<file path="src/prcr_regs.vh">
// register map, field positions, reset values and timing constants of the rail config bank
`ifndef PRCR_REGS_VH
`define PRCR_REGS_VH

// ----------------------------------------------------------------
// register offsets on the serial control bus
// ----------------------------------------------------------------
`define PRCR_ADDR_LDO_TWO 8'h9A
`define PRCR_ADDR_LDO_THREE 8'h9B
`define PRCR_ADDR_BUCK_CTRL 8'h9C
`define PRCR_ADDR_PG_DELAY 8'h9D

// ----------------------------------------------------------------
// field positions
// ----------------------------------------------------------------
`define PRCR_SLEEP_MSB 7
`define PRCR_SLEEP_LSB 4
`define PRCR_NORMAL_MSB 3
`define PRCR_NORMAL_LSB 0
`define PRCR_MODE_THREE_BIT 5
`define PRCR_MODE_TWO_BIT 4
`define PRCR_MODE_ONE_BIT 3
`define PRCR_KILL_THREE_BIT 2
`define PRCR_KILL_TWO_BIT 1
`define PRCR_KILL_ONE_BIT 0
`define PRCR_BUCK_LIVE_MSB 5
`define PRCR_DLY_TWO_MSB 7
`define PRCR_DLY_TWO_LSB 5
`define PRCR_DLY_FOUR_MSB 4
`define PRCR_DLY_FOUR_LSB 2
`define PRCR_DLY_ONE_MSB 1
`define PRCR_DLY_ONE_LSB 0

// ----------------------------------------------------------------
// reset values
// ----------------------------------------------------------------
`define PRCR_RST_LDO_TWO 8'h00
`define PRCR_RST_LDO_THREE 8'h00
`define PRCR_RST_BUCK_CTRL 6'h00
`define PRCR_RST_PG_DELAY 8'h00

// target address on the serial bus; value is arbitrary
`define PRCR_DEV_ADDR 7'h2A

// ----------------------------------------------------------------
// timing
// ----------------------------------------------------------------
`define PRCR_CLK_PERIOD_NS 5
`define PRCR_NS_PER_MS 1000000
`define PRCR_DLY_MS_0 7'h00
`define PRCR_DLY_MS_1 7'h05
`define PRCR_DLY_MS_2 7'h0A
`define PRCR_DLY_MS_3 7'h0F
`define PRCR_DLY_MS_4 7'h14
`define PRCR_DLY_MS_5 7'h32
`define PRCR_DLY_MS_6 7'h4B
`define PRCR_DLY_MS_7 7'h64

`endif

</file>
<file path="src/prcr_pg_timer.v">
// power-good delay timer for one general-purpose output
`timescale 1ns/1ps
`default_nettype none
`include "prcr_regs.vh"

module prcr_pg_timer #(
  parameter [31:0] MS_CYCLES = `PRCR_NS_PER_MS / `PRCR_CLK_PERIOD_NS
)
(
  // clock and reset
  input wire mclk,
  input wire rst_n,
  // rail status and configuration
  input wire rails_ok,
  input wire pg_duty,
  input wire [2:0] delay_code,
  // result
  output reg pg_reg
);

  reg [31:0] cnt_reg;
  reg [6:0] dly_ms;
  wire [31:0] target;

  // ----------------------------------------------------------------
  // delay table, milliseconds per code
  // ----------------------------------------------------------------
  always @*
  begin
    case (delay_code)
      3'h0: dly_ms = `PRCR_DLY_MS_0;
      3'h1: dly_ms = `PRCR_DLY_MS_1;
      3'h2: dly_ms = `PRCR_DLY_MS_2;
      3'h3: dly_ms = `PRCR_DLY_MS_3;
      3'h4: dly_ms = `PRCR_DLY_MS_4;
      3'h5: dly_ms = `PRCR_DLY_MS_5;
      3'h6: dly_ms = `PRCR_DLY_MS_6;
      default: dly_ms = `PRCR_DLY_MS_7;
    endcase
  end

  // 100 ms at the worst is far below 2^32 cycles
  assign target = {25'h0000000, dly_ms} * MS_CYCLES;

  // count from the moment the last rail is in regulation; any drop restarts
  always @(posedge mclk)
  begin
    if (!rst_n)
    begin
      cnt_reg <= 32'h00000000;
      pg_reg <= 1'b0;
    end
    else if (!rails_ok || !pg_duty)
    begin
      cnt_reg <= 32'h00000000; // other duties leave the delay unused
      pg_reg <= 1'b0;
    end
    else if (cnt_reg >= target)
    begin
      pg_reg <= 1'b1; // asserted only once the delay has run out
    end
    else
    begin
      cnt_reg <= cnt_reg + 32'h00000001;
    end
  end

endmodule
`default_nettype wire

</file>
<file path="src/prcr_rail_config.v">
// serial-bus register bank for linear regulator codes, converter modes and power-good delays
//
// Operation
// second linear regulator: bits 7:4 sleep code, bits 3:0 normal code, read/write.
// third linear regulator: bits 7:4 sleep code, bits 3:0 normal code, read/write.
// bit 5 sets third converter mode; 1 is forced PWM, host never writes 0.
// bit 4 sets second converter mode: 0 automatic, 1 forced PWM.
// bit 3 sets first converter mode: 0 automatic, 1 forced PWM.
// bit 2 low forces third converter off whatever the enable pins say.
// bit 1 low forces second converter off whatever the enable pins say.
// bit 0 low forces first converter off whatever the enable pins say.
// outputs one, two, four: delay timed from last rail in regulation, then good.
// delay settings matter only for outputs on power-good duty.
// output two delay, bits 7:5: 0,5,10,15,20,50,75,100 ms.
// output four delay, bits 4:2: same eight-step table.
// output one delay, bits 1:0: 0,5,10,15 ms.
// each linear regulator drives sleep code in sleep mode, else normal code.
// buck control bits 7:6 read zero and ignore writes.
`timescale 1ns/1ps
`default_nettype none
`include "prcr_regs.vh"

module prcr_rail_config #(
  parameter [31:0] MS_CYCLES = `PRCR_NS_PER_MS / `PRCR_CLK_PERIOD_NS,
  parameter [8:0] CONV_PIN_SEL = 9'h088
)
(
  // clock and reset
  input wire mclk,
  input wire rst_n,
  // serial control bus, open drain data
  input wire scl_in,
  input wire sda_in,
  output reg sda_out,
  output reg sda_oe,
  // rail enable and sleep pins
  input wire [5:0] rail_enable_inputs,
  input wire ldo_two_sleep,
  input wire ldo_three_sleep,
  // regulation status and output duty, index 0 one, 1 two, 2 four
  input wire [2:0] rails_in_regulation,
  input wire [2:0] pg_duty,
  // linear regulator codes
  output reg [3:0] ldo_two_code,
  output reg [3:0] ldo_three_code,
  // converter control, index 0 first .. 2 third
  output reg [2:0] converter_mode,
  output reg [2:0] converter_enable,
  // power good outputs
  output wire general_output_one,
  output wire general_output_two,
  output wire general_output_four
);

  localparam [2:0] ST_IDLE = 3'h0;
  localparam [2:0] ST_ADDR = 3'h1;
  localparam [2:0] ST_AACK = 3'h2;
  localparam [2:0] ST_RX = 3'h3;
  localparam [2:0] ST_WACK = 3'h4;
  localparam [2:0] ST_TX = 3'h5;
  localparam [2:0] ST_RACK = 3'h6;

  // register bank
  reg [7:0] ldo_two_reg;
  reg [7:0] ldo_three_reg;
  reg [5:0] buck_reg;
  reg [7:0] pg_delay_reg;

  // synchronisers: stage one is read only by stage two
  reg [15:0] sync1_reg;
  reg [15:0] sync2_reg;
  reg scl_d_reg;
  reg sda_d_reg;

  // bus engine
  reg [2:0] state_reg;
  reg [3:0] bit_cnt_reg;
  reg [7:0] shift_reg;
  reg [7:0] ptr_reg;
  reg ptr_phase_reg;
  reg rw_reg;
  reg nack_reg;
  reg wr_pulse_reg;
  reg [7:0] wr_addr_reg;
  reg [7:0] wr_data_reg;
  reg [7:0] rd_data;

  wire scl_s;
  wire sda_s;
  wire scl_rise;
  wire scl_fall;
  wire bus_start;
  wire bus_stop;
  wire [5:0] en_pins;
  wire [2:0] rails_ok;
  wire [8:0] delay_codes;

  // ----------------------------------------------------------------
  // input synchronisation
  // ----------------------------------------------------------------
  // every pin crosses in from outside, so all take two flops
  always @(posedge mclk)
  begin
    if (!rst_n)
    begin
      sync1_reg <= 16'h0003;
      sync2_reg <= 16'h0003;
      scl_d_reg <= 1'b1;
      sda_d_reg <= 1'b1;
    end
    else
    begin
      sync1_reg <= {pg_duty, rails_in_regulation, ldo_three_sleep, ldo_two_sleep, rail_enable_inputs, scl_in, sda_in};
      sync2_reg <= sync1_reg;
      scl_d_reg <= sync2_reg[1];
      sda_d_reg <= sync2_reg[0];
    end
  end

  assign sda_s = sync2_reg[0];
  assign scl_s = sync2_reg[1];
  assign en_pins = sync2_reg[7:2];
  assign rails_ok = sync2_reg[12:10];
  assign scl_rise = scl_s & ~scl_d_reg;
  assign scl_fall = ~scl_s & scl_d_reg;
  assign bus_start = scl_s & scl_d_reg & sda_d_reg & ~sda_s;
  assign bus_stop = scl_s & scl_d_reg & ~sda_d_reg & sda_s;

  // ----------------------------------------------------------------
  // read data mux
  // ----------------------------------------------------------------
  // unmapped offsets read as zero
  always @*
  begin
    case (ptr_reg)
      `PRCR_ADDR_LDO_TWO: rd_data = ldo_two_reg;
      `PRCR_ADDR_LDO_THREE: rd_data = ldo_three_reg;
      `PRCR_ADDR_BUCK_CTRL: rd_data = {2'h0, buck_reg};
      `PRCR_ADDR_PG_DELAY: rd_data = pg_delay_reg;
      default: rd_data = 8'h00;
    endcase
  end

  // ----------------------------------------------------------------
  // serial bus target
  // ----------------------------------------------------------------
  // acks any byte to this address; pointer auto-increments per data byte
  always @(posedge mclk)
  begin
    if (!rst_n)
    begin
      state_reg <= ST_IDLE;
      bit_cnt_reg <= 4'h0;
      shift_reg <= 8'h00;
      ptr_reg <= 8'h00;
      ptr_phase_reg <= 1'b0;
      rw_reg <= 1'b0;
      nack_reg <= 1'b0;
      sda_oe <= 1'b0;
      sda_out <= 1'b0;
      wr_pulse_reg <= 1'b0;
      wr_addr_reg <= 8'h00;
      wr_data_reg <= 8'h00;
    end
    else
    begin
      wr_pulse_reg <= 1'b0;
      sda_out <= 1'b0;
      if (bus_start)
      begin
        state_reg <= ST_ADDR; // repeated start is accepted anywhere
        bit_cnt_reg <= 4'h0;
        sda_oe <= 1'b0;
      end
      else if (bus_stop)
      begin
        state_reg <= ST_IDLE;
        sda_oe <= 1'b0;
      end
      else
      begin
        case (state_reg)
          ST_IDLE:
          begin
            sda_oe <= 1'b0;
          end
          ST_ADDR:
          begin
            if (scl_rise)
            begin
              shift_reg <= {shift_reg[6:0], sda_s};
              bit_cnt_reg <= bit_cnt_reg + 4'h1;
            end
            else if (scl_fall && bit_cnt_reg == 4'h8)
            begin
              if (shift_reg[7:1] == `PRCR_DEV_ADDR)
              begin
                sda_oe <= 1'b1;
                rw_reg <= shift_reg[0];
                state_reg <= ST_AACK;
              end
              else
              begin
                state_reg <= ST_IDLE;
              end
            end
          end
          ST_AACK:
          begin
            if (scl_fall)
            begin
              bit_cnt_reg <= 4'h0;
              if (rw_reg)
              begin
                shift_reg <= rd_data;
                sda_oe <= ~rd_data[7];
                ptr_reg <= ptr_reg + 8'h01;
                state_reg <= ST_TX;
              end
              else
              begin
                sda_oe <= 1'b0;
                ptr_phase_reg <= 1'b1; // first write byte is the pointer
                state_reg <= ST_RX;
              end
            end
          end
          ST_RX:
          begin
            if (scl_rise)
            begin
              shift_reg <= {shift_reg[6:0], sda_s};
              bit_cnt_reg <= bit_cnt_reg + 4'h1;
            end
            else if (scl_fall && bit_cnt_reg == 4'h8)
            begin
              sda_oe <= 1'b1;
              state_reg <= ST_WACK;
              if (ptr_phase_reg)
              begin
                ptr_reg <= shift_reg;
                ptr_phase_reg <= 1'b0;
              end
              else
              begin
                wr_pulse_reg <= 1'b1;
                wr_addr_reg <= ptr_reg;
                wr_data_reg <= shift_reg;
                ptr_reg <= ptr_reg + 8'h01;
              end
            end
          end
          ST_WACK:
          begin
            if (scl_fall)
            begin
              sda_oe <= 1'b0;
              bit_cnt_reg <= 4'h0;
              state_reg <= ST_RX;
            end
          end
          ST_TX:
          begin
            if (scl_fall)
            begin
              if (bit_cnt_reg == 4'h7)
              begin
                sda_oe <= 1'b0; // release for the controller's ack
                state_reg <= ST_RACK;
              end
              else
              begin
                shift_reg <= {shift_reg[6:0], 1'b0};
                sda_oe <= ~shift_reg[6];
                bit_cnt_reg <= bit_cnt_reg + 4'h1;
              end
            end
          end
          ST_RACK:
          begin
            if (scl_rise)
            begin
              nack_reg <= sda_s;
            end
            else if (scl_fall)
            begin
              bit_cnt_reg <= 4'h0;
              if (nack_reg)
              begin
                state_reg <= ST_IDLE;
              end
              else
              begin
                shift_reg <= rd_data;
                sda_oe <= ~rd_data[7];
                ptr_reg <= ptr_reg + 8'h01;
                state_reg <= ST_TX;
              end
            end
          end
          default:
          begin
            state_reg <= ST_IDLE;
            sda_oe <= 1'b0;
          end
        endcase
      end
    end
  end

  // ----------------------------------------------------------------
  // register writes
  // ----------------------------------------------------------------
  always @(posedge mclk)
  begin
    if (!rst_n)
    begin
      ldo_two_reg <= `PRCR_RST_LDO_TWO;
      ldo_three_reg <= `PRCR_RST_LDO_THREE;
      buck_reg <= `PRCR_RST_BUCK_CTRL;
      pg_delay_reg <= `PRCR_RST_PG_DELAY;
    end
    else if (wr_pulse_reg)
    begin
      case (wr_addr_reg)
        `PRCR_ADDR_LDO_TWO: ldo_two_reg <= wr_data_reg;
        `PRCR_ADDR_LDO_THREE: ldo_three_reg <= wr_data_reg;
        // reserved upper bits are simply not stored
        `PRCR_ADDR_BUCK_CTRL: buck_reg <= wr_data_reg[`PRCR_BUCK_LIVE_MSB:0];
        `PRCR_ADDR_PG_DELAY: pg_delay_reg <= wr_data_reg;
        default: ldo_two_reg <= ldo_two_reg;
      endcase
    end
  end

  // ----------------------------------------------------------------
  // linear regulator codes and converter control
  // ----------------------------------------------------------------
  // a sleep pin change switches the field on the third edge, after the two sync flops
  always @(posedge mclk)
  begin
    if (!rst_n)
    begin
      ldo_two_code <= 4'h0;
      ldo_three_code <= 4'h0;
      converter_mode <= 3'h0;
    end
    else
    begin
      ldo_two_code <= sync2_reg[8] ? ldo_two_reg[`PRCR_SLEEP_MSB:`PRCR_SLEEP_LSB] :
        ldo_two_reg[`PRCR_NORMAL_MSB:`PRCR_NORMAL_LSB];
      ldo_three_code <= sync2_reg[9] ? ldo_three_reg[`PRCR_SLEEP_MSB:`PRCR_SLEEP_LSB] :
        ldo_three_reg[`PRCR_NORMAL_MSB:`PRCR_NORMAL_LSB];
      // third converter has no automatic mode; 0 there is left to the host
      converter_mode[2] <= buck_reg[`PRCR_MODE_THREE_BIT];
      converter_mode[1] <= buck_reg[`PRCR_MODE_TWO_BIT];
      converter_mode[0] <= buck_reg[`PRCR_MODE_ONE_BIT];
    end
  end

  // kill bit low overrides whichever enable pin the converter is mapped to
  genvar gi;
  generate
    for (gi = 0; gi < 3; gi = gi + 1)
    begin : g_conv
      always @(posedge mclk)
      begin
        if (!rst_n)
          converter_enable[gi] <= 1'b0;
        else
          converter_enable[gi] <= buck_reg[`PRCR_KILL_ONE_BIT + gi] & en_pins[CONV_PIN_SEL[3*gi +: 3]];
      end
    end
  endgenerate

  // ----------------------------------------------------------------
  // power-good delays
  // ----------------------------------------------------------------
  // output one has a two-bit field, its codes are the low half of the table
  assign delay_codes = {pg_delay_reg[`PRCR_DLY_FOUR_MSB:`PRCR_DLY_FOUR_LSB],
                        pg_delay_reg[`PRCR_DLY_TWO_MSB:`PRCR_DLY_TWO_LSB],
                        1'b0, pg_delay_reg[`PRCR_DLY_ONE_MSB:`PRCR_DLY_ONE_LSB]};

  wire [2:0] pg_vec;
  generate
    for (gi = 0; gi < 3; gi = gi + 1)
    begin : g_pg
      prcr_pg_timer #(
        .MS_CYCLES(MS_CYCLES)
      ) u_timer (
        .mclk(mclk),
        .rst_n(rst_n),
        .rails_ok(rails_ok[gi]),
        .pg_duty(sync2_reg[13 + gi]),
        .delay_code(delay_codes[3*gi +: 3]),
        .pg_reg(pg_vec[gi])
      );
    end
  endgenerate

  // timer outputs are flops already
  assign general_output_one = pg_vec[0];
  assign general_output_two = pg_vec[1];
  assign general_output_four = pg_vec[2];

endmodule
`default_nettype wire

</file>
<file path="config.mk">
export PLATFORM = sky130hd
export DESIGN_NAME = prcr_rail_config
export DESIGN_NICKNAME = d
export VERILOG_FILES = /design/src/prcr_pg_timer.v /design/src/prcr_rail_config.v
export VERILOG_INCLUDE_DIRS = /design/src
export SDC_FILE = /design/constraint.sdc
export NUM_CORES = 1
export LEC_CHECK = 0
export BUFFER_PORTS_ARGS = -buffer_cell sky130_fd_sc_hd__buf_2
export CAP_MARGIN = 5
export CORE_UTILIZATION = 54
export CTS_BUF_LIST = sky130_fd_sc_hd__clkbuf_8
export CTS_CLUSTER_DIAMETER = 200
export CTS_CLUSTER_SIZE = 28
export DETAILED_ROUTE_END_ITERATION = 7
export PLACE_DENSITY = 0.66
export SETUP_SLACK_MARGIN = 0.02
export SLEW_MARGIN = 40
export SYNTH_ARGS = -nofsm -noshare
export SYNTH_HDL_FRONTEND = slang
export SYNTH_HIERARCHICAL = 1
export SYNTH_SLANG_ARGS = --single-unit
</file>
<file path="constraint.sdc">
create_clock -name mclk -period 7.5 [get_ports mclk]
set_input_delay 2.25 -clock mclk [delete_from_list [all_inputs] [get_ports mclk]]
set_output_delay 2.25 -clock mclk [all_outputs]
set_load 0.02 [all_outputs]
</file>
* Word-level counts from Yosys, hierarchy flattened *
Cells that the tools add are included.

storage, ports and cells
  flip-flop bits (word level) = 221
  output and inout port bits = 19
  input port bits = 18
  logic and storage cells = 232

cells by class
  bitwise gates (word level) = 24
  $add $sub $neg = 5
  $lt $le $gt $ge = 3
  reduce and logical (&&, ||, !) cells = 40
  muxes and demuxes = 66
  $mul = 3
  equality and inequality tests = 59

operators with widths
  operator                                             number
  two-way mux 8 bit                                    16
  one-hot mux 7 bit (7 select lines)                   2
  adder 32 x 1 -> 32 bit, second input constant        3
  greater-or-equal comparator 32 x 25 -> 1 bit         3
  equality test 8 bit, second input constant           8
  one-hot mux 8 bit (4 select lines)                   2
  multiplier 7 x 12 -> 19 bit, second input constant   3
  AND reduction 11 bit                                 4
  != test 4 bit, second input constant                 10
  two-way mux 3 bit                                    12
  != test 2 bit, second input constant                 15
  two-way mux 4 bit                                    7
  one-hot mux 7 bit (4 select lines)                   1
  equality test 3 bit, second input constant           9
  one-hot mux 8 bit (3 select lines)                   1
  one-hot mux 3 bit (7 select lines)                   1
  two-way mux 1 bit                                    20
  equality test 3 x 2 -> 1 bit, second input constant  6
  AND reduction 6 bit                                  3
  one-hot mux 4 bit (4 select lines)                   1
  inverter 1 bit                                       14
  zero test 3 bit                                      4
  OR reduction 2 bit                                   6
  bitwise AND 1 bit                                    10
  other kinds (25)                                     39

* Depth between registers and ports, before layout *
Gate-level depths: netlist of the first run.

  word-level depth = 8
  depth in mapped cells = 26
  mapped depth without buffers = 25

* Hierarchy *
Netlist of the first run, hierarchy kept.

modules (own cells, without submodules)
  module                            cells each  seq. area each (um^2)  times used  area each (um^2)
  prcr_rail_config                  576         2322.2                 1           5183.7
  prcr_pg_timer at g_pg[0].u_timer  392         660.6                  1           3407.0
  prcr_pg_timer at g_pg[1].u_timer  382         660.6                  1           3273.1
  prcr_pg_timer at g_pg[2].u_timer  394         660.6                  1           3264.4

* Least setup slack after synthesis of the first run *
No wires, ideal clock.

  path type = register to register
  start = register pg_delay_reg[6]
  end = register g_pg[1].u_timer.cnt_reg[10]
  setup time = 70 ps
  clock period less this slack = 6345 ps
  data required time = 7430 ps
  data arrival time = 6274 ps
  path slack = 1155 ps
  buffers on the path = 1
  stages on the path, launching flop included = 26
  cell sequence = dfxtp_1 inv_1 or3_1 ha_1 nor2_1 nor2_1 nor2_1 ha_1 ha_1 fa_1 ha_1 ha_1 a21oi_1 nand2_1 o31ai_1 o211ai_1 a31oi_1 xor2_1 ha_1 a21o_1 a2111oi_4 o31ai_1 a211o_1 buf_6 or4_1 a21oi_1

on the way
  longest elaborated chain between the ends = 4
  elaborated cells between the ends (all ways) = 10
  classes of those cells = mul: 1; order compare: 1; eq/ne: 6; mux: 1; reduce/logical: 1

ends and longest elaborated chain
  what                                              RTL line                source
  start: declaration                                prcr_rail_config.v:67   reg [7:0] pg_delay_reg;
  start signal: assignment                          prcr_rail_config.v:321  pg_delay_reg <= `PRCR_RST_PG_DELAY;
  start signal: assignment                          prcr_rail_config.v:330  `PRCR_ADDR_PG_DELAY: pg_delay_reg <= wr_data_reg;
  equality test 3 bit (tied with other cells)       prcr_pg_timer.v:30      case (delay_code)
  one-hot mux 7 bit (7 select lines) (*)            prcr_pg_timer.v:30
  multiplier 7 x 12 -> 19 bit (*)                   prcr_pg_timer.v:43      assign target = {25'h0000000, dly_ms} * MS_CYCLES;
  greater-or-equal comparator 32 x 25 -> 1 bit (*)  prcr_pg_timer.v:58      else if (cnt_reg >= target)
  end signal: assignment                            prcr_pg_timer.v:64      cnt_reg <= cnt_reg + 32'h00000001;
  end: declaration                                  prcr_pg_timer.v:21      reg [31:0] cnt_reg;

Mark *: on every way between the ends. The rest lies on a longest branch, timed or not.
A chain may end at the register's enable or synchronous reset.

* Final worst setup path of the first run *
  start = register pg_delay_reg[6]
  end = register g_pg[1].u_timer.cnt_reg[14]

The elaborated chain is that of the path after synthesis.

==> impl_metrics.ini, run 1 <==
[floorplan]
die_area_um2 = 28700
dieHeight_um = 169
std_cell_rows = 60
start_util_pct = 55.5
pin_count = 37
die_w_um = 169
core_um2 = 27300

[logic_synthesis]
synth-edff-count = 0
netlist_area_um2 = 15100
netlist_instances = 1744
syn_avg_cell_area_um2 = 8.67
yosys_warnings = 6
ys_seq_elements = 215
synth_xor_area_share_pct = 3.01
synthMuxAreaShare_pct = 5.05
yosys.cell_types.count = 99
synth_compound_area_share_pct = 16.2
ys_async_sr_fraction_pct = 0
seq_area_frac_synth_pct = 28.5
yosys.area_share.simple_pct = 23.2
synthAdderAreaFrac_pct = 19.2
synth_top_family_by_area = simple AND/OR/NAND/NOR gates
synth_ff_type = dfxtp_1

[timing]
drv_slew = 0
finalCriticalPeriod_ns = 6.90
fin_skew_ns = 0.0280
setup_viol = 0
final.setup.tns_ns = 0
worstMarginPinSlew_ns = 0.870
hold_violations = 0
slew_headroom_pct = 41.4
setup_slack_ns = 0.605
hold_ws_ns = 0.424
rsz0062_at_grt = false
max_freq_mhz = 145
fin_crit_sh_pct = 91.9

[setup_path]
crit_path_end_kind = register
cp.arrival_ns = 7.37
crit_top_cell = ha_1
crit_path_top_delay_cell = fa_1
crit_required_ns = 7.97
critPathMaxFanout = 10
crit_type = reg -> reg
startpoint_type = register
slowest_delay_ns = 0.47

[cells_and_area]
multi_input_area_um2 = 10200
areaGrowthSynthToFinish_pct = 4.05
utilization_pct = 57.8
nNetsFinal = 1980
drive_above_1_share_pct = 5.99
regArea_um2 = 4310
largest_reg_flops = 96
final_cells = 2109
n_fill_cell = 2493
fin_area_um2 = 15700

[clock_tree]
cts_resized = 0
htreeDepth = 1
cts_buffers = 11
cts_tree = done
postCtsHoldBufs = 0
cts_buffer_depth = 3
cts_root_buf = clkbuf_8
postCtsSetupBuffers = 0
clk_pin_slew_ns = 0.19
insertion_delay_ns = 0.55
cts_sinks = 215

[placement]
gp_congestion = 0.860
dp_hpwl_mm = 24.6
dpl_cell_area_um2 = 15600
pre_cts_ws_ns = 0.646
placed_cells = 2096
port_buffers = 32

[grt]
grt_antenna_before_repair = 2
grt_pass1_vias = 11500
grt_pass1_wl_mm = 55.8
track_usage_pct = 23.2
grt_start_max_net_pins = 71
overflow = 0

[power_and_ir_drop]
power.density_nw_per_um2 = 110
peakVddDrop_mv = 0.116
power.leakage_nw = 6.82
power_mw = 1.73

[routing]
viasPerCell = 5.89
postRouteAntennaNets = 0
dr.pass1.iters = 5
drcViolationCount = 0
wire_per_inst_um = 15.8
vias = 12400
drt-initial-drc-count = 675
wl_mm = 33.3

[outcome]
outcome = finished clean

[flow_run]
drv_cap = 0

[hold_path]
hold_path_class = reg -> reg
cell usage after synthesis (42+ instances only):
| library cell | number | area share [%] |
|---|---|---|
| a21oi_1 | 112 | 3.7 |
| and2_1 | 67 | 2.8 |
| clkbuf_1 | 42 | 1.0 |
| dfxtp_1 | 215 | 28 |
| ha_1 | 213 | 18 |
| inv_1 | 87 | 2.2 |
| mux2i_1 | 73 | 4.8 |
| nand2_1 | 143 | 3.5 |
| nand2b_1 | 44 | 1.8 |
| nand3_1 | 62 | 2.1 |
| nor2_1 | 107 | 2.7 |
| nor3_1 | 42 | 1.4 |
| o21ai_0 | 46 | 1.5 |
logic make-up (layout without fill, tap and decap cells):
| group | after synthesis | count (layout) |
|---|---|---|
| AOI/OAI and AO/OA | 360 | 360 |
| xor gates and xnor gates | 52 | 52 |
| adders and majority gates | 225 | 225 |
| buffers and inverters | 169 | 152 |
| DFF | 215 | 215 |
| muxes | 76 | 76 |
| other | 1 | 11 |
| and+or+nand+nor | 646 | 646 |
per-layer routing:
layer | part of all wire (%) | global-route usage, %
met4 | 1.3 | 4.39
met5 | 0.039 | 0
met3 | 3.5 | 2.75
met2 | 46 | 39.0
met1 | 49 | 32.0
placed cells by master, fill, tap and decap left out, types with 10 or more instances in the layout:
master and count:
ha_1 213, dfxtp_1 213, nand2_1 143, a21oi_1 112
nor2_1 107, inv_1 87, mux2i_1 73, and2_1 67
nand3_1 61, o21ai_0 46, nand2b_1 44, nor3_1 42
nand4_1 39, xor2_1 38, buf_2 32, o31ai_1 28
and3_1 27, or4_1 22, or3_1 20, buf_4 19
a21o_1 16, xnor2_1 14, a22oi_1 14, nor2b_1 13
a31oi_1 13, o311ai_0 13, o41ai_1 13, o21ai_1 12
nor4_1 12, fa_1 12, o211ai_1 11, clkbuf_8 11
a311oi_1 10, conb_1 10
final timing paths:
kind | start | to | slack [ns] | cells past startpoint
max | pg_delay_reg[6]$_SDFFE_PN0P_ | g_pg[1].u_timer/cnt_reg[14]$_SDFFE_PP0N_ | 0.60 | 25
min | sync1_reg[1]$_SDFF_PN1_ | sync2_reg[1]$_SDFF_PN1_ | 0.42 | 1
max reg2reg | pg_delay_reg[6]$_SDFFE_PN0P_ | g_pg[1].u_timer/cnt_reg[14]$_SDFFE_PP0N_ | 0.60 | 25
min reg2reg | sync1_reg[1]$_SDFF_PN1_ | sync2_reg[1]$_SDFF_PN1_ | 0.42 | 1
area by class of cell:
class                   count  area share (%)
clock inverters             1          0.0715
clock buffers              11           0.962
repair buffers             51            1.92
diodes                      1          0.0159
well taps                 372            2.96
inverters                  89            2.12
flip-flops and latches    215            27.4
multi-input cells        1369            64.6
power by group:
part	switching [mW]	internal, mW
Sequential	0.00450	1.15
Combinational	0.0388	0.0245
Clock	0.370	0.139
critical path, delay by kind of cell (launching register included):
kind,cells,cell delay [ns]
DFF,1,0.37
adders and majority gates,7,2.31
and+or+nand+nor,6,1.44
AOI/OAI and AO/OA,9,2.24
xor gates and xnor gates,1,0.19
buffers and inverters,2,0.29
Power figures use the tool's default switching activity.
==> inputs of run 2 (changes only) <==
MAX_ROUTING_LAYER = met4   (was unset)
TNS_END_PERCENT = 10   (was unset)
==> impl_metrics.ini, run 2 (synthesized netlist as in run 1, its figures left out) <==
[clock_tree]
cts_sinks = 215
htreeDepth = 1
cts_buffers = 11
cts_buffer_depth = 3
cts_resized = 0
postCtsHoldBufs = 0
insertion_delay_ns = 0.54
postCtsSetupBuffers = 0
clk_pin_slew_ns = 0.17
cts_tree = done
cts_root_buf = clkbuf_8

[setup_path]
crit_type = reg -> reg
crit_path_end_kind = register
startpoint_type = register
cp.arrival_ns = 7.43
critPathMaxFanout = 15
crit_required_ns = 7.94

[grt]
grt_antenna_before_repair = 1
track_usage_pct = 23.7
grt_pass1_wl_mm = 55.2
grt_pass1_vias = 11300
grt_start_max_net_pins = 71
overflow = 0

[outcome]
outcome = finished clean

[routing]
dr.pass1.iters = 6
postRouteAntennaNets = 0
wirelength_met1_mm = 16.4
drcViolationCount = 0
viasPerCell = 5.88
top_layer_used = met4
drt-initial-drc-count = 816
wire_per_inst_um = 15.9
vias = 12400
dr_wl_met3_mm = 1.25
wl_mm = 33.4
dr_wl_met2_mm = 15.4

[cells_and_area]
final_cells = 2109
drive_above_1_share_pct = 6.05
final_common_cell = ha_1
areaGrowthSynthToFinish_pct = 4.06
nNetsFinal = 1980
n_fill_cell = 2463
most-common-layout-cells = ha_1, dfxtp_1, nand2_1
largest_reg_flops = 96

[timing]
rsz0062_at_grt = false
setup_slack_ns = 0.506
drv_slew = 0
fin_crit_sh_pct = 93.2
final.setup.tns_ns = 0
finalCriticalPeriod_ns = 6.99
setup_viol = 0
fin_skew_ns = 0.0262
hold_violations = 0
worstMarginPinSlew_ns = 0.789
max_freq_mhz = 143
slew_headroom_pct = 47.2

[hold_path]
hold_path_class = reg -> reg

[power_and_ir_drop]
seq_power_share_pct = 66.8
power.leakage_nw = 6.82
p_sw_mw = 0.413
p_sw_share_pct = 23.9
power.density_nw_per_um2 = 110
peakVddDrop_mv = 0.132
p_int_mw = 1.31
clkPwrFrac_pct = 29.5
combPwrFrac_pct = 3.7

[flow_run]
drv_cap = 0

[floorplan]
pin_count = 37
std_cell_rows = 60
die_area_um2 = 28700
core_um2 = 27300
dieHeight_um = 169
die_w_um = 169
start_util_pct = 55.5

[placement]
placed_cells = 2096
port_buffers = 32
pre_cts_ws_ns = 0.589
gp_congestion = 0.874
dp_hpwl_mm = 24.6
[run 2: cell count changes in the layout (fill, tap and decap cells not counted)]
cell,change
dfxtp_1,-1
dfxtp_2,+1
[run 2: worst max-delay path, stage by stage (launching register included)]
cell	delay, ns
dfxtp_1	0.55
inv_1	0.19
or3_1	0.43
ha_1	0.27
o21ai_0	0.21
nand2_1	0.17
ha_1	0.36
ha_1	0.34
fa_1	0.49
ha_1	0.32
ha_1	0.33
nand4_1	0.10
o22ai_1	0.29
nand4_1	0.21
a21oi_1	0.29
nor3_1	0.09
nor3_1	0.22
ha_1	0.28
nand3_1	0.15
o22ai_1	0.14
a2111oi_4	0.32
buf_4	0.27
and2_0	0.46
a31oi_1	0.15
a41o_1	0.23
[run 2: area by class of cell]
class / count / area, um^2 / share of cell area (%)
antenna: 1 / 2.50 / 0.0159
multi-input combinational: 1369 / 10200 / 64.6
clock inverter: 1 / 11.3 / 0.0715
sequential: 215 / 4310 / 27.4
timing repair buffer: 51 / 303 / 1.92
clock buffer: 11 / 151 / 0.962
inverter: 89 / 334 / 2.12
tap: 372 / 465 / 2.96
[run 2: worst paths after layout]
check	from	end	slack, ns	cells past startpoint
setup / recovery	pg_delay_reg[4]$_SDFFE_PN0P_	g_pg[2].u_timer/cnt_reg[5]$_SDFFE_PP0N_	0.51	24
hold / removal	sync1_reg[1]$_SDFF_PN1_	sync2_reg[1]$_SDFF_PN1_	0.43	1
setup reg to reg	pg_delay_reg[4]$_SDFFE_PN0P_	g_pg[2].u_timer/cnt_reg[5]$_SDFFE_PP0N_	0.51	24
hold reg to reg	sync1_reg[1]$_SDFF_PN1_	sync2_reg[1]$_SDFF_PN1_	0.43	1
[run 2: power groups by stage]
stage	combinational [mW]	clock, mW	sequential [mW]
4_1_cts	0.0633	0.532	1.15
2_1_floorplan	0.0487	0	1.18
6_report	0.0637	0.509	1.15
5_1_grt	0.0716	0.564	1.16
3_5_place_dp	0.0631	0	1.18
3_3_place_gp	0.0617	0	1.18
[run 2: stage by stage]
step / cell area, um^2 / util [%] / total power, mW / hold slack [ns]
6_report: 15700 / 57.8 / 1.73 / 0.433
5_1_grt: 15700 / 57.8 / 1.79 / 0.462
4_1_cts: 15700 / 57.7 / 1.75 / 0.439
3_5_place_dp: 15600 / 57.1 / 1.24 / 0.394
3_3_place_gp: 15600 / 57.1 / 1.24 / 0.396
2_1_floorplan: 15200 / - / 1.22 / 0.386
[run 2: metal layers]
metal | up-vias | global-route usage [%]
li1 | 6322 | -
met1 | 5815 | 31.9
met2 | 227 | 38.6
met3 | 31 | 2.40
met4 | 0 | 4.70
met5 | - | -
